**src/nfh_pkg.sv**
```systemverilog
// Constants for the NAND flash host port controller.
// Assumes a 125 MHz CLOCK driving the flash pins directly.
// What the document requires of host and device
// RULE_01: Command byte is latched on write strobe rise while command latch high.
// RULE_02: Address byte is latched on write strobe rise while address latch high.
// RULE_03: Select high while ready puts the device into standby.
// RULE_04: Busy device ignores select; host keeps select low through busy.
// RULE_05: Each read strobe fall presents a byte and advances the column.
// RULE_06: Protect low blocks program and erase inside the device.
// RULE_07: Long read strobe high time lets the device release its outputs.
// RULE_08: Short high time keeps outputs driven until latch or select edge.
// RULE_09: Host programs one page at most four times before erase.
// RULE_10: Single page program ends within 700 us.
// RULE_11: Multi page program ends within 700 us.
// RULE_12: Busy after the 11h confirm lasts at most 1 us.
// RULE_13: Single page read transfer ends within 220 us.
// RULE_14: Multi page read transfer ends within 420 us.
// RULE_15: Reset ends within 5, 5, 10 or 500 us depending on activity.
// RULE_16: After ECC status command the host reads all eight sector bytes.
// RULE_17: ECC status command only after ready returns, before data output; the host issues it as its own operation from idle, after any read data.
// RULE_18: Host never drives the port while the device outputs data.
// RULE_19: Ready/busy stays low for the whole operation, high when done.
// RULE_20: Each address is five latch cycles: two column, three page bytes.
// RULE_21: While busy the host issues only status or reset, strobes high.
package nfh_pkg;
  localparam int CLK_MHZ = 125;
  // Pin timing in ns and derived cycle counts (least times round up)
  localparam int T_SETUP_NS = 12;
  localparam int T_STROBE_NS = 12;
  localparam int T_HOLD_NS = 10;
  localparam int T_WHR_NS = 60;
  localparam int SETUP_CYC = (T_SETUP_NS * CLK_MHZ + 999) / 1000;
  localparam int STROBE_CYC = (T_STROBE_NS * CLK_MHZ + 999) / 1000;
  localparam int HOLD_CYC = (T_HOLD_NS * CLK_MHZ + 999) / 1000;
  localparam int WHR_CYC = (T_WHR_NS * CLK_MHZ + 999) / 1000;
  // Busy limits in us, converted to cycles
  localparam int T_PROG_MAX_US = 700;
  localparam int T_RESET_MAX_US = 500;
  localparam int BUSY_MAX_CYC = T_PROG_MAX_US * CLK_MHZ;
  localparam int RESET_MAX_CYC = T_RESET_MAX_US * CLK_MHZ;
  localparam int TIMER_W = 20;
  localparam int ADDR_CYCLES = 5;
  localparam int ECC_BYTES = 8;
  localparam int FIFO_DEPTH = 16;
  localparam int CNT_W = 16;
  // Command codes
  localparam logic [7:0] CMD_READ1 = 8'h00;
  localparam logic [7:0] CMD_READ2 = 8'h30;
  localparam logic [7:0] CMD_PROG1 = 8'h80;
  localparam logic [7:0] CMD_PROG2 = 8'h10;
  localparam logic [7:0] CMD_MPROG = 8'h11;
  localparam logic [7:0] CMD_ERASE1 = 8'h60;
  localparam logic [7:0] CMD_ERASE2 = 8'hD0;
  localparam logic [7:0] CMD_STATUS = 8'h70;
  localparam logic [7:0] CMD_ECC = 8'h7A;
  localparam logic [7:0] CMD_RESET = 8'hFF;
  // Host operation codes
  typedef enum logic [2:0] {
    OP_READ  = 3'h0,
    OP_PROG  = 3'h1,
    OP_MPROG = 3'h2,
    OP_ERASE = 3'h3,
    OP_RESET = 3'h4,
    OP_ECC   = 3'h5,
    OP_STAT  = 3'h6
  } nfh_op_t;
  typedef enum logic [7:0] {
    S_IDLE = 8'h01,
    S_CMD1 = 8'h02,
    S_ADDR = 8'h04,
    S_WDAT = 8'h08,
    S_CMD2 = 8'h10,
    S_BUSY = 8'h20,
    S_RDAT = 8'h40,
    S_DONE = 8'h80
  } nfh_state_t;
endpackage

```
**src/nfh_fifo.sv**
```systemverilog
// Small synchronous FIFO with valid/ready on both sides.
// Assumes one clock and a synchronous active-high reset.
`timescale 1ns/1ps
`default_nettype none
module nfh_fifo #(
  parameter int WIDTH = 8,
  parameter int DEPTH = 16
) (
  // Clock and reset
  input  wire logic             clk,
  input  wire logic             rst,
  // Fill side
  input  wire logic             in_valid,
  output logic                  in_ready,
  input  wire logic [WIDTH-1:0] in_data,
  // Drain side
  output logic                  out_valid,
  input  wire logic             out_ready,
  output logic      [WIDTH-1:0] out_data
);
  localparam int AW = $clog2(DEPTH);
  logic [WIDTH-1:0] mem [DEPTH];
  logic [AW-1:0]    wr_ptr;
  logic [AW-1:0]    rd_ptr;
  logic [AW:0]      count;
  logic             push;
  logic             pop;

  // Full and empty come straight from the count
  assign in_ready  = (count != (AW+1)'(DEPTH));
  assign out_valid = (count != '0);
  assign push      = in_valid && in_ready;
  assign pop       = out_valid && out_ready;
  assign out_data  = mem[rd_ptr];

  // Storage
  always_ff @(posedge clk) begin
    if (push) begin
      mem[wr_ptr] <= in_data;
    end
  end

  // Pointers and fill level
  always_ff @(posedge clk) begin
    if (rst) begin
      wr_ptr <= '0;
      rd_ptr <= '0;
      count  <= '0;
    end else begin
      if (push) wr_ptr <= wr_ptr + 1'b1;
      if (pop) rd_ptr <= rd_ptr + 1'b1;
      count <= count + (AW+1)'(push) - (AW+1)'(pop);
    end
  end

  a_fifo_no_overflow: assert property (@(posedge clk) disable iff (rst)
    count <= (AW+1)'(DEPTH)) else $error("FIFO count above depth");
endmodule
`default_nettype wire

```
**src/nfh_host.sv**
```systemverilog
// Host controller that sequences commands onto the NAND flash pins.
// Assumes the flash is wired directly; ready/busy has an external pull-up.
`timescale 1ns/1ps
`default_nettype none
module nfh_host
  import nfh_pkg::*;
(
  // Clock and reset
  input  wire logic       CLOCK,
  input  wire logic       RST,
  // Operation request
  input  wire logic       OP_VALID,
  output logic            OP_READY,
  input  wire logic [2:0] OP_CODE,
  input  wire logic [39:0] OP_ADDR,
  input  wire logic [15:0] OP_LEN,
  // Write data stream into the FIFO
  input  wire logic       WR_VALID,
  output logic            WR_READY,
  input  wire logic [7:0] WR_DATA,
  // Read data stream
  output logic            RD_VALID,
  output logic      [7:0] RD_DATA,
  output logic            OP_DONE,
  output logic            OP_TIMEOUT,
  // Flash pins
  output logic            CMD_LATCH,
  output logic            ADDR_LATCH,
  output logic            SELECT_N,
  output logic            WRITE_STROBE_N,
  output logic            READ_STROBE_N,
  output logic            PROTECT_N,
  input  wire logic [7:0] SHARED_BYTE_PORT_I,
  output logic      [7:0] SHARED_BYTE_PORT_O,
  output logic            SHARED_BYTE_PORT_OE,
  input  wire logic       READY_BUSY_N
);
  nfh_state_t state;
  nfh_op_t    op;
  logic [39:0] addr;
  logic [CNT_W-1:0] len;
  logic [CNT_W-1:0] idx;
  logic [2:0]  phase;
  logic [TIMER_W-1:0] timer;
  logic [2:0]  rb_sync;
  logic        rb_ready;
  logic        f_valid;
  logic        f_ready;
  logic [7:0]  f_data;
  logic        phase_end;

  // Write data buffer; back-pressure reaches the source via WR_READY
  nfh_fifo #(.WIDTH(8), .DEPTH(FIFO_DEPTH)) u_fifo (
    .clk      (CLOCK),
    .rst      (RST),
    .in_valid (WR_VALID),
    .in_ready (WR_READY),
    .in_data  (WR_DATA),
    .out_valid(f_valid),
    .out_ready(f_ready),
    .out_data (f_data)
  );

  // Ready/busy is asynchronous: three stages, change when last two agree
  always_ff @(posedge CLOCK) begin
    if (RST) begin
      rb_sync  <= 3'h0;
      rb_ready <= 1'b0;
    end else begin
      rb_sync <= {rb_sync[1:0], READY_BUSY_N};
      if (rb_sync[1] == rb_sync[2]) rb_ready <= rb_sync[2];
    end
  end

  // One byte cycle: setup, strobe low, strobe high hold
  function automatic logic cycle_end(input logic [2:0] ph);
    return ph == 3'(SETUP_CYC + STROBE_CYC + HOLD_CYC - 1);
  endfunction
  assign phase_end = cycle_end(phase);
  // Data byte only taken when the FIFO has one; stall otherwise
  assign f_ready = (state == S_WDAT) && phase_end && f_valid;

  // Second command of a two-part operation
  function automatic logic [7:0] confirm(input nfh_op_t o);
    case (o)
      OP_READ:  return CMD_READ2;
      OP_PROG:  return CMD_PROG2;
      OP_MPROG: return CMD_MPROG;
      OP_ERASE: return CMD_ERASE2;
      default:  return CMD_READ2;
    endcase
  endfunction
  function automatic logic [7:0] first_cmd(input nfh_op_t o);
    case (o)
      OP_READ:  return CMD_READ1;
      OP_PROG, OP_MPROG: return CMD_PROG1;
      OP_ERASE: return CMD_ERASE1;
      OP_RESET: return CMD_RESET;
      OP_ECC:   return CMD_ECC;
      default:  return CMD_STATUS;
    endcase
  endfunction

  // Sequencer; strobes are timed by phase
  always_ff @(posedge CLOCK) begin
    if (RST) begin
      state <= S_IDLE;
      op <= OP_READ;
      addr <= '0;
      len <= '0;
      idx <= '0;
      phase <= '0;
      timer <= '0;
      OP_READY <= 1'b0;
      OP_DONE <= 1'b0;
      OP_TIMEOUT <= 1'b0;
      RD_VALID <= 1'b0;
      RD_DATA <= 8'h00;
      CMD_LATCH <= 1'b0;
      ADDR_LATCH <= 1'b0;
      SELECT_N <= 1'b1;
      WRITE_STROBE_N <= 1'b1;
      READ_STROBE_N <= 1'b1;
      PROTECT_N <= 1'b0; // see RULE_06
      SHARED_BYTE_PORT_O <= 8'h00;
      SHARED_BYTE_PORT_OE <= 1'b0;
    end else begin
      OP_DONE <= 1'b0;
      RD_VALID <= 1'b0;
      phase <= phase_end ? 3'h0 : phase + 3'h1;
      // Write strobe low in middle phases, rising at strobe end
      WRITE_STROBE_N <= !((state == S_CMD1 || state == S_ADDR ||
        state == S_CMD2 || (state == S_WDAT && f_valid)) &&
        phase >= 3'(SETUP_CYC) && phase < 3'(SETUP_CYC + STROBE_CYC));
      case (state)
        S_IDLE: begin
          OP_READY <= 1'b1;
          SELECT_N <= 1'b1; // see RULE_03
          SHARED_BYTE_PORT_OE <= 1'b0;
          phase <= '0;
          if (OP_VALID && OP_READY) begin
            OP_READY <= 1'b0;
            op <= nfh_op_t'(OP_CODE);
            addr <= OP_ADDR;
            len <= OP_LEN;
            OP_TIMEOUT <= 1'b0;
            PROTECT_N <= (OP_CODE == OP_PROG || OP_CODE == OP_MPROG ||
                          OP_CODE == OP_ERASE);
            SELECT_N <= 1'b0;
            state <= S_CMD1;
          end
        end
        S_CMD1: begin
          CMD_LATCH <= 1'b1; // see RULE_01
          SHARED_BYTE_PORT_OE <= 1'b1;
          SHARED_BYTE_PORT_O <= first_cmd(op);
          idx <= '0;
          if (phase_end) begin
            CMD_LATCH <= 1'b0;
            if (op == OP_RESET) begin
              SHARED_BYTE_PORT_OE <= 1'b0;
              timer <= '0;
              state <= S_BUSY;
            end else if (op == OP_ECC || op == OP_STAT) begin
              SHARED_BYTE_PORT_OE <= 1'b0; // see RULE_18
              len <= (op == OP_ECC) ? CNT_W'(ECC_BYTES) : CNT_W'(1); // see RULE_16
              phase <= '0;
              timer <= '0;
              state <= S_RDAT;
            end else begin
              state <= S_ADDR;
            end
          end
        end
        S_ADDR: begin
          ADDR_LATCH <= 1'b1; // see RULE_02
          // Read, program and erase, erase included, send all five address bytes; reset, ECC and status skip this state
          SHARED_BYTE_PORT_O <= addr[8*idx[2:0] +: 8]; // see RULE_20
          if (phase_end) begin
            idx <= idx + 1'b1;
            if (idx == CNT_W'(ADDR_CYCLES - 1)) begin
              ADDR_LATCH <= 1'b0;
              idx <= '0;
              state <= (op == OP_PROG || op == OP_MPROG) ? S_WDAT : S_CMD2;
            end
          end
        end
        S_WDAT: begin
          SHARED_BYTE_PORT_O <= f_data;
          if (!f_valid) phase <= '0; // Stall the strobe until data arrives
          if (f_ready) begin
            idx <= idx + 1'b1;
            if (idx == len - 1'b1) state <= S_CMD2;
          end
        end
        S_CMD2: begin
          CMD_LATCH <= 1'b1;
          SHARED_BYTE_PORT_O <= confirm(op);
          if (phase_end) begin
            CMD_LATCH <= 1'b0;
            SHARED_BYTE_PORT_OE <= 1'b0;
            timer <= '0;
            state <= S_BUSY;
          end
        end
        S_BUSY: begin
          // Strobes stay high and select low while busy
          timer <= timer + 1'b1; // see RULE_21
          // Short busy after 11h ends here as well; see RULE_12
          if (timer > TIMER_W'(WHR_CYC + 4) && rb_ready) begin // see RULE_19
            idx <= '0;
            phase <= '0;
            state <= (op == OP_READ) ? S_RDAT : S_DONE;
          end else if (timer == TIMER_W'(
              (op == OP_RESET ? RESET_MAX_CYC : BUSY_MAX_CYC))) begin
            OP_TIMEOUT <= 1'b1; // see RULE_10 RULE_11 RULE_13 RULE_14 RULE_15
            state <= S_DONE;
          end
        end
        S_RDAT: begin
          // First strobe fall waits out the write-to-read gap after a command
          timer <= timer + 1'b1;
          if (timer < TIMER_W'(WHR_CYC)) phase <= '0;
          // Strobe low in the middle phases
          READ_STROBE_N <= !(phase >= 3'(SETUP_CYC) &&
                            phase < 3'(SETUP_CYC + STROBE_CYC)); // see RULE_05
          // Byte taken while the strobe is still low: the device may
          // release its drivers as soon as the strobe rises
          if (phase == 3'(SETUP_CYC + STROBE_CYC - 1)) begin
            RD_DATA <= SHARED_BYTE_PORT_I; // see RULE_07 RULE_08
          end
          if (phase_end) begin
            RD_VALID <= 1'b1;
            idx <= idx + 1'b1;
            if (idx == len - 1'b1) state <= S_DONE;
          end
        end
        S_DONE: begin
          READ_STROBE_N <= 1'b1;
          PROTECT_N <= 1'b0;
          SELECT_N <= 1'b1;
          OP_DONE <= 1'b1;
          state <= S_IDLE;
        end
        default: state <= S_IDLE;
      endcase
    end
  end

  a_busy_strobes_high: assert property (@(posedge CLOCK) disable iff (RST)
    state == S_BUSY |-> WRITE_STROBE_N && READ_STROBE_N) // see RULE_21
    else $error("Strobe active while busy");
  a_no_drive_on_read: assert property (@(posedge CLOCK) disable iff (RST)
    !READ_STROBE_N |-> !SHARED_BYTE_PORT_OE) // see RULE_18
    else $error("Port driven during read");
  a_select_held_busy: assert property (@(posedge CLOCK) disable iff (RST)
    state == S_BUSY |-> !SELECT_N) // see RULE_04
    else $error("Select dropped while busy");
  a_latch_exclusive: assert property (@(posedge CLOCK) disable iff (RST)
    !(CMD_LATCH && ADDR_LATCH)) // see RULE_01
    else $error("Both latches high");
  a_protect_idle: assert property (@(posedge CLOCK) disable iff (RST)
    state == S_IDLE && $past(state) == S_DONE |-> !PROTECT_N) // see RULE_06
    else $error("Protect left open after operation");
  a_idle_deselect: assert property (@(posedge CLOCK) disable iff (RST)
    state == S_DONE |=> SELECT_N) // see RULE_03
    else $error("Select not released after operation");
  a_ecc_after_ready: assert property (@(posedge CLOCK) disable iff (RST)
    CMD_LATCH && SHARED_BYTE_PORT_O == CMD_ECC |-> rb_ready) // see RULE_17
    else $error("ECC status issued while busy");
  a_done_pulse: assert property (@(posedge CLOCK) disable iff (RST)
    OP_DONE |=> !OP_DONE) // see RULE_19
    else $error("Done longer than one cycle");
endmodule
`default_nettype wire

```
**config.mk**
```make
export PLATFORM = sky130hd
export DESIGN_NAME = nfh_host
export DESIGN_NICKNAME = d
export VERILOG_FILES = /design/src/nfh_pkg.sv /design/src/nfh_fifo.sv /design/src/nfh_host.sv
export SDC_FILE = /design/constraint.sdc
export NUM_CORES = 1
export LEC_CHECK = 0
export BUFFER_PORTS_ARGS = -buffer_cell sky130_fd_sc_hd__buf_2
export CORE_ASPECT_RATIO = 2
export CORE_MARGIN = 4
export CORE_UTILIZATION = 55
export DETAILED_ROUTE_END_ITERATION = 10
export PLACE_DENSITY = 0.74
export SYNTH_ARGS = -nofsm -noshare
export SYNTH_HDL_FRONTEND = slang
export SYNTH_HIERARCHICAL = 1
export SYNTH_SLANG_ARGS = --single-unit
```
**constraint.sdc**
```tcl
create_clock -name CLOCK -period 8 [get_ports CLOCK]
set_input_delay 1.6 -clock CLOCK [delete_from_list [all_inputs] [get_ports CLOCK]]
set_output_delay 1.6 -clock CLOCK [all_outputs]
set_load 0.01 [all_outputs]
```
==> results of run 1 <==
[cells by family (layout without fill, tap and decap cells)]
kind of cell | after synthesis | count (layout) | share of synthesized area [%]
buffers and inverters | 99 | 195 | 3.44
and+or+nand+nor | 464 | 464 | 18.4
DFF | 282 | 282 | 54.8
AOI/OAI and AO/OA | 205 | 205 | 10.4
adders and majority gates | 18 | 18 | 1.84
xor gates and xnor gates | 47 | 47 | 3.26
muxes | 43 | 43 | 7.80
[area by class of cell]
class                      instances  area [um^2]  area share [%]
timing repair buffer             120          636            4.50
sequential                       282         6930            49.1
clock buffer                      35          743            5.26
inverter                          29          109           0.771
tap                              280          350            2.48
clock inverter                    11         83.8           0.594
multi-input combinational        777         5270            37.3
[power by group]
part           internal (mW)  total, mW  leakage [nW]  switching (mW)
Combinational          0.268      0.677          2.10           0.409
Clock                  0.680       1.20         0.416           0.519
Sequential              1.60       1.68          2.40          0.0836
Total                   2.55       3.56          4.92            1.01
[worst min path at each step]
| stage | start | to | slack, ns | cells after the start |
|---|---|---|---|---|
| 6_report | rb_sync[0]$_SDFF_PP0_ | rb_sync[1]$_SDFF_PP0_ | 0.45 | 1 |
| 5_1_grt | rb_sync[0]$_SDFF_PP0_ | rb_sync[1]$_SDFF_PP0_ | 0.47 | 1 |
| 4_1_cts | rb_sync[0]$_SDFF_PP0_ | rb_sync[1]$_SDFF_PP0_ | 0.45 | 1 |
| 3_5_place_dp | rb_sync[0]$_SDFF_PP0_ | rb_sync[1]$_SDFF_PP0_ | 0.43 | 1 |
| 3_3_place_gp | rb_sync[0]$_SDFF_PP0_ | rb_sync[1]$_SDFF_PP0_ | 0.43 | 1 |
| 2_1_floorplan | rb_sync[0]$_SDFF_PP0_ | rb_sync[1]$_SDFF_PP0_ | 0.41 | 1 |
[flip-flops by register name, indices dropped and copies added, names as in the netlist, 8 cells and up, named ones only]
signal              cells
state                   8
timer                  20
len                    16
RD_DATA                 8
SHARED_BYTE_PORT_O      8
idx                    16
addr                   40
u_fifo/mem            128
[per-layer routing]
metal	up-vias	track usage [%]	share of wire [%]
li1	4407	-	-
met1	4514	25.2	35
met2	275	46.0	58
met3	67	3.13	4.3
met4	0	8.64	3.5
met5	-	0	0
[worst max-delay path, delay by kind of cell (launching register included)]
kind | cells | cell delay (ns)
adders and majority gates | 3 | 0.76
and+or+nand+nor | 7 | 2.39
AOI/OAI and AO/OA | 2 | 0.25
DFF | 1 | 0.37
buffers and inverters | 3 | 0.20
[synth_stat cells (7+ instances only)]
cell	number	area, um^2
and2_1	11	68.8
buf_2	7	35.0
nor3_1	28	140
nor2b_1	14	87.6
dfxtp_1	154	3080
clkbuf_1	49	184
inv_1	29	109
and3_1	11	68.8
xnor2_1	31	272
nor2_1	79	297
or3_1	11	68.8
a31oi_1	7	43.8
a211oi_1	8	60.1
a22oi_1	21	158
nand4_1	12	75.1
nor4_1	20	125
xor2_1	16	140
a21oi_1	100	500
mux4_2	26	586
nand2_1	167	627
mux4_1	14	368
edfxtp_1	128	3840
nand3_1	50	250
ha_1	17	213
o21ai_0	15	75.1
nand4b_1	7	61.3
[placed cells by master (no fill, tap or decap), types with 11 or more instances in the layout]
cell type and count:
a21oi_1 100, a22oi_1 21, and2_1 11, buf_2 106
buf_4 14, clkbuf_16 25, dfxtp_1 153, edfxtp_1 128
ha_1 17, inv_1 31, mux4_1 14, mux4_2 26
nand2_1 167, nand3_1 50, nand4_1 12, nor2_1 79
nor2b_1 14, nor3_1 28, nor4_1 20, o21ai_0 15
or3_1 11, xnor2_1 31, xor2_1 16
[metrics by stage]
step	setup WS [ns]	utilization [%]	instance area [um^2]
global route	3.56	62.4	14100
CTS	4.04	62.4	14100
floorplan	4.78	-	12600
global placement	4.24	58.7	13300
detailed placement	4.10	58.7	13300
finish	3.92	62.4	14100
==> out/results.tsv, run 1 <==
stage	metric	value	unit
die	Die W	115	um
routing	drt total wl	30600	um
pwr	pwr/cell area	252	nW/um^2
routing	DRT Pass-1 Iters	6	
critical_path	critical path startpoint category	flop	
synthesis	fraction of registers with async set/reset	0	%
synthesis	Distinct cells, synth	77	
timing	setup TNS	0	ns
clocking	setup bufs post-CTS	0	
synthesis	Syn. warnings	6	
synthesis	dominant synthesized flop cell	dfxtp_1	
critical_path	R2R Path Start	state[0]$_SDFFE_PP1P_	
critical_path	Crit path required time	8.41	ns
clocking	worst skew pair latency	0.55	ns
die	Top Ports	108	
finish	fin nets	1333	
die	Core Rows	78	
routing	routed len/inst	20.0	um
place	gp weighted congestion	0.912	
clocking	CTS tree	built	
min_path	Hold Path Class	reg -> reg	
grt	initial antenna violation count	0	
timing	Final Hold Vio Count	0	
synthesis	Synth Register Bits	282	
critical_path	worst stage delay on the critical path	0.89	ns
synthesis	gate count of the mapped netlist	1158	
die	Starting Density	55.8	%
die	core area	22600	um^2
grt	largest net degree at the start of global routing	96	
grt	first-pass GRT wire length	48100	um
clocking	count of hold-fix buffers inserted at cts	0	
place	Port Buffers	107	
grt	vias in the first global route	9180	
critical_path	Reg2Reg Setup Slack	3.92	ns
clocking	CTS resizes	0	
die	die area	25600	um^2
clocking	root buffer cell	clkbuf_16	
critical_path	Crit Reg-Reg Endpoint	u_fifo/count[4]$_SDFF_PP0_	
run_status	status	complete, no violations	
routing	via count	9263	
critical_path	crit path to	u_fifo/count[4]$_SDFF_PP0_	
grt	Total GRT Usage	23.7	%
finish	share of cells above drive strength 1	16.7	%
critical_path	Slowest cell on crit path	nor4_1	
timing	hold slack	0.446	ns
synthesis	sequential area share after synthesis	54.8	%
place	Inst Count DP	1488	
finish	FILL cells	1798	
timing	Clock Skews	0.0214	ns
timing	Max Clk Rate	0.245	GHz
synthesis	Post-Syn Area	12600	um^2
timing	Tmin final	4.08	ns
timing	max_slew headroom	32.0	%
timing	Slew Limit Fails	0	
timing	RSZ-0062 raised after global routing	false	
grt	gr ovfl total	0	
critical_path	CP startpoint	state[0]$_SDFFE_PP1P_	
finish	Layout area overhead	11.8	%
run	max_cap viols	0	
clocking	CTS Buf Count	25	
critical_path	critical path peak fanout	13	
routing	antenna violation net count after detailed routing	0	
critical_path	CP most frequent cell	inv_1	
critical_path	Worst Setup End Kind	flop	
pwr	Max IR drop VDD	0.000246	V
timing	final setup vio count	0	
critical_path	Cell Chain, Critical Path	nor4_1, and3_1, nand2_1, nor2_1, nand2_1, inv_1, ha_1, inv_1, ha_1, inv_1, fa_1, nor2b_1, o21bai_1, a21oi_1, nor3b_1	
synthesis	syn nets	1256	
clocking	CTS H-tree depth	1	
synthesis	Syn Area/Cell	10.9	um^2
critical_path	cells on worst reg2reg path	15	
routing	DR iter-0 viols	670	
clocking	CTS Buffer Depth	3	
timing	Tcrit/Tclk final	51.0	%
critical_path	WP data arrival	4.49	ns
timing	Tightest Pin Transition	1.01	ns
critical_path	kind of critical path	reg -> reg	
finish	Antenna Cells	0	
routing	DR vias/cell	6.04	
pwr	Leakage	4.92	nW
die	Die Y	222	um
synthesis	EDFF count, synth	128	
place	hpwl dp	21900	um
pwr	Pwr Total	3.56	mW
finish	Finished Layout Cells	1534	
clocking	clock slew at reported path FFs	0.06	ns
routing	Remaining DRCs	0	
clocking	count of clock tree sinks	282	
No activity file was read; power rests on OpenSTA's default activity.
==> inputs of run 2 (changes only) <==
==> constraint.sdc (replaced) <==
create_clock -name CLOCK -period 4.15 [get_ports CLOCK]
set_input_delay 0.83 -clock CLOCK [delete_from_list [all_inputs] [get_ports CLOCK]]
set_output_delay 0.83 -clock CLOCK [all_outputs]
set_load 0.01 [all_outputs]
==> out/results.tsv, run 2 (synthesis results as in run 1) <==
stage	metric	value	unit	change
finish	final core utilization	62.3	%	-0.083 points
finish	commonest cells after routing, fill and taps aside	nand2_1, dfxtp_1, edfxtp_1		
grt	gr ovfl total	0		unchanged
clocking	worst skew pair latency	0.54	ns	about the same
clocking	CTS resizes	0		unchanged
finish	Largest register FFs	128		unchanged
routing	antenna violation net count after detailed routing	0		unchanged
routing	routed len/inst	20.4	um	+2.1%
grt	first-pass GRT wire length	49300	um	+2.4%
clocking	setup bufs post-CTS	0		unchanged
grt	largest net degree at the start of global routing	68		-29%
die	Core Rows	78		unchanged
routing	DR iter-0 viols	755		+13%
clocking	clock slew at reported path FFs	0.07	ns	about the same
critical_path	Buffers & Inverters on Critical Path	5		+2
critical_path	CP top delay family	simple AND/OR/NAND/NOR gates		
die	Die W	115	um	unchanged
pwr	Leakage	4.90	nW	-0.32%
run	max_cap viols	0		unchanged
clocking	root buffer cell	clkbuf_16		
finish	share of cells above drive strength 1	16.7	%	+0.040 points
timing	Clock Skews	0.0179	ns	-0.00350 ns
die	die area	25600	um^2	unchanged
die	Starting Density	55.8	%	unchanged
timing	Tmin final	3.44	ns	-0.645 ns
timing	Slew Limit Fails	0		unchanged
clocking	count of hold-fix buffers inserted at cts	0		unchanged
finish	Largest regs	u_fifo/mem x128, addr x40, timer x20		
timing	Final Hold Vio Count	0		unchanged
finish	FILL cells	1835		+2.1%
min_path	Hold Path Class	reg -> reg		
finish	fin nets	1336		+0.23%
routing	Max Used Layer	met4		
critical_path	critical path peak fanout	13		unchanged
critical_path	worst stage delay on the critical path	0.40	ns	-0.49 ns
critical_path	Worst Setup End Kind	flop		
finish	Layout area overhead	11.7	%	
critical_path	kind of critical path	reg -> reg		
routing	Remaining DRCs	0		unchanged
pwr	Max IR drop VDD	0.000482	V	+96%
timing	RSZ-0062 raised after global routing	false		
timing	final setup vio count	0		unchanged
pwr	Pwr Total	6.82	mW	+92%
routing	drt total wl	31400	um	+2.3%
timing	Tcrit/Tclk final	82.9	%	+32 points
critical_path	critical path startpoint category	flop		
timing	hold slack	0.436	ns	-0.0102 ns
die	core area	22600	um^2	unchanged
pwr	pwr/cell area	484	nW/um^2	+92%
routing	via count	9323		+0.65%
routing	DR vias/cell	6.07		+0.45%
routing	met2 wire len	17500	um	-0.59%
critical_path	Slowest cell on crit path	dfxtp_1		
timing	setup TNS	0	ns	unchanged
place	hpwl dp	22400	um	+2.2%
routing	M1 wire length	10700	um	+1.2%
finish	FF/Latch Area	6930	um^2	unchanged
grt	initial antenna violation count	0		unchanged
timing	Max Clk Rate	0.291	GHz	+19%
finish	commonest non-fill, non-tap cell in the layout	nand2_1		
die	Die Y	222	um	unchanged
critical_path	Crit path required time	4.53	ns	-3.88 ns
timing	max_slew headroom	31.8	%	-0.16 points
clocking	CTS H-tree depth	1		unchanged
finish	Reg with most FFs	u_fifo/mem		
place	Port Buffers	107		unchanged
critical_path	WP data arrival	3.82	ns	-0.67 ns
routing	DRT Pass-1 Iters	5		-1
finish	Antenna Cells	0		unchanged
die	Top Ports	108		unchanged
timing	Tightest Pin Transition	1.02	ns	+0.00794 ns
run_status	status	complete, no violations		
grt	Total GRT Usage	24.5	%	+0.73 points
place	gp weighted congestion	0.946		+3.7%
critical_path	Cell Chain, Critical Path	nor4_1, buf_4, and3_1, buf_4, nand2_1, nor2_1, nand2_1, inv_1, ha_1, inv_1, ha_1, inv_1, fa_1, nor2b_1, o21bai_1, a21oi_1, nor3b_1		
finish	area of the multi-input gates	5270	um^2	unchanged
clocking	CTS tree	built		
clocking	count of clock tree sinks	282		unchanged
routing	WL met3	1360	um	+3.2%
critical_path	CP most frequent cell	inv_1		
clocking	CTS Buf Count	25		unchanged
clocking	CTS Buffer Depth	3		unchanged
grt	vias in the first global route	9391		+2.3%
==> run 2: cell type report <==
cell class,instances,area share (%)
flip-flops and latches,282,49.1
multi-input cells,777,37.4
well taps,280,2.48
clock buffers,29,4.54
clock inverters,17,1.03
repair buffers,123,4.67
inverters,29,0.772
==> run 2: power breakdown <==
group          internal [mW]  switching, mW
sequential              3.08          0.159
clock                   1.24           1.03
combinational          0.522          0.788
==> run 2: worst paths after layout <==
path / from / to / slack [ns] / cells past startpoint
worst min register to register: rb_sync[0]$_SDFF_PP0_ / rb_sync[1]$_SDFF_PP0_ / 0.44 / 1
worst max register to register: state[1]$_SDFFE_PP0P_ / u_fifo/count[4]$_SDFF_PP0_ / 0.71 / 17
worst min-delay path: rb_sync[0]$_SDFF_PP0_ / rb_sync[1]$_SDFF_PP0_ / 0.44 / 1
worst max-delay path: state[1]$_SDFFE_PP0P_ / u_fifo/count[4]$_SDFF_PP0_ / 0.71 / 17
==> run 2: metal layers <==
metal	up-vias	global-route usage [%]
li1	4420	-
met1	4507	25.7
met2	305	46.3
met3	91	2.67
met4	0	12.5
met5	-	0
==> run 2: metrics by stage <==
stage,setup slack [ns],cell area [um^2],cells
after floorplan,1.04,12600,1158
after global placement,0.983,13300,1491
after detailed placement,0.801,13300,1491
after CTS,0.755,14100,1537
after global routing,0.430,14100,1537
final,0.711,14100,1537
==> inputs of run 3 (changes only) <==
==> constraint.sdc (replaced) <==
create_clock -name CLOCK -period 3.55 [get_ports CLOCK]
set_input_delay 0.71 -clock CLOCK [delete_from_list [all_inputs] [get_ports CLOCK]]
set_output_delay 0.71 -clock CLOCK [all_outputs]
set_load 0.01 [all_outputs]
==> out/results.tsv, run 3 (synthesis results as in run 1) <==
stage	metric	value	unit	change
clocking	CTS H-tree depth	1		unchanged
routing	Remaining DRCs	0		unchanged
clocking	clock slew at reported path FFs	0.07	ns	about the same
routing	via count	9296		-0.29%
finish	Reg with most FFs	u_fifo/mem		
clocking	worst skew pair latency	0.55	ns	about the same
finish	commonest cells after routing, fill and taps aside	nand2_1, dfxtp_1, edfxtp_1		
routing	DRT Pass-1 Iters	5		unchanged
timing	max_slew headroom	29.7	%	-2.1 points
clocking	CTS Buffer Depth	3		unchanged
die	Die Y	222	um	unchanged
clocking	setup bufs post-CTS	0		unchanged
die	core area	22600	um^2	unchanged
critical_path	worst stage delay on the critical path	0.57	ns	+0.17 ns
timing	Tcrit/Tclk final	88.9	%	+6.0 points
critical_path	CP most frequent cell	inv_1		
routing	DR vias/cell	6.04		-0.48%
pwr	Max IR drop VDD	0.000496	V	+2.8%
routing	WL met3	1130	um	-17%
timing	Max Clk Rate	0.317	GHz	+9.0%
finish	Finished Layout Cells	1540		+0.20%
grt	initial antenna violation count	0		unchanged
routing	Max Used Layer	met4		
timing	Final Hold Vio Count	0		unchanged
critical_path	Buffers & Inverters on Critical Path	4		-1
finish	Layout area overhead	12.3	%	
place	hpwl dp	22600	um	+0.85%
grt	largest net degree at the start of global routing	61		-10%
clocking	root buffer cell	clkbuf_16		
timing	setup TNS	0	ns	unchanged
finish	commonest non-fill, non-tap cell in the layout	nand2_1		
place	Port Buffers	107		unchanged
clocking	CTS Buf Count	25		unchanged
grt	first-pass GRT wire length	48800	um	-0.90%
critical_path	WP data arrival	3.56	ns	-0.26 ns
timing	Tmin final	3.16	ns	-0.284 ns
grt	vias in the first global route	9358		-0.35%
routing	routed len/inst	20.3	um	-0.33%
finish	final core utilization	62.7	%	+0.38 points
timing	hold slack	0.379	ns	-0.0565 ns
die	Starting Density	55.8	%	unchanged
timing	final setup vio count	0		unchanged
critical_path	Crit path required time	3.95	ns	-0.58 ns
critical_path	critical path peak fanout	6		-7
routing	antenna violation net count after detailed routing	0		unchanged
critical_path	Cell Chain, Critical Path	inv_1, ha_1, or4b_1, nand2_1, nor2_1, nand2_1, inv_1, ha_1, inv_1, ha_1, inv_1, fa_1, nor2b_1, o21bai_1, a21oi_1, nor3b_1		
clocking	CTS resizes	0		unchanged
run	max_cap viols	0		unchanged
place	gp weighted congestion	0.896		-5.3%
finish	FILL cells	1804		-1.7%
grt	gr ovfl total	0		unchanged
timing	Clock Skews	0.0171	ns	-0.000827 ns
routing	DR iter-0 viols	599		-21%
pwr	pwr/cell area	570	nW/um^2	+18%
routing	drt total wl	31300	um	-0.13%
clocking	count of hold-fix buffers inserted at cts	0		unchanged
grt	Total GRT Usage	24.3	%	-0.18 points
finish	share of cells above drive strength 1	17.4	%	+0.67 points
timing	RSZ-0062 raised after global routing	false		
run_status	status	complete, no violations		
critical_path	CP top delay family	simple AND/OR/NAND/NOR gates		
finish	Largest regs	u_fifo/mem x128, addr x40, timer x20		
routing	met2 wire len	17400	um	-0.79%
critical_path	critical path startpoint category	flop		
critical_path	Slowest cell on crit path	or4b_1		
die	Core Rows	78		unchanged
pwr	Leakage	4.92	nW	+0.36%
critical_path	kind of critical path	reg -> reg		
timing	Slew Limit Fails	0		unchanged
pwr	Pwr Total	8.08	mW	+18%
place	Inst Count DP	1494		+0.20%
clocking	count of clock tree sinks	282		unchanged
finish	Antenna Cells	0		unchanged
min_path	Hold Path Class	in -> reg		
critical_path	Worst Setup End Kind	flop		
die	die area	25600	um^2	unchanged
timing	Tightest Pin Transition	1.04	ns	+0.0255 ns
finish	Largest register FFs	128		unchanged
finish	fin nets	1339		+0.22%
die	Top Ports	108		unchanged
routing	M1 wire length	11000	um	+2.4%
die	Die W	115	um	unchanged
clocking	CTS tree	built		
[run 3: cell types whose count changed in the layout (fill, tap and decap cells not counted), moves of 2 or more]
cell	before	now
clkinvlp_4	1	6
clkinv_1	6	2
inv_6	4	0
buf_12	0	2
clkinv_4	0	2
[run 3: path summary, 6_finish.rpt]
check                                                  end  slack (ns)  cells past startpoint                        from
worst max-delay path            u_fifo/count[4]$_SDFF_PP0_        0.39                     16  u_fifo/count[3]$_SDFF_PP0_
worst min-delay path                 rb_sync[0]$_SDFF_PP0_        0.38                      2                READY_BUSY_N
worst min register to register       rb_sync[1]$_SDFF_PP0_        0.44                      1       rb_sync[0]$_SDFF_PP0_
worst max register to register  u_fifo/count[4]$_SDFF_PP0_        0.39                     16  u_fifo/count[3]$_SDFF_PP0_
[run 3: metal layers]
layer	GRT usage [%]	vias up
met5	0	-
met2	45.9	258
li1	-	4424
met1	25.3	4517
met3	2.53	97
met4	13.2	0
[run 3: layout make-up]
cell class	instances	area, um^2	share of cell area [%]
clock buffer	29	651	4.59
clock inverter	17	170	1.20
inverter	29	109	0.767
multi-input combinational	777	5270	37.2
sequential	282	6930	48.8
tap	280	350	2.47
timing repair buffer	126	706	4.97
[run 3: metrics by stage]
step	setup WS, ns	cell area, um^2
2_1_floorplan	0.441	12600
3_5_place_dp	0.470	13400
6_report	0.394	14200
3_3_place_gp	0.562	13400
4_1_cts	0.412	14200
5_1_grt	0.149	14200
[run 3: report_power, final]
group	switching (mW)	internal [mW]
clock	1.25	1.48
combinational	0.927	0.631
sequential	0.188	3.60
total	2.36	5.72
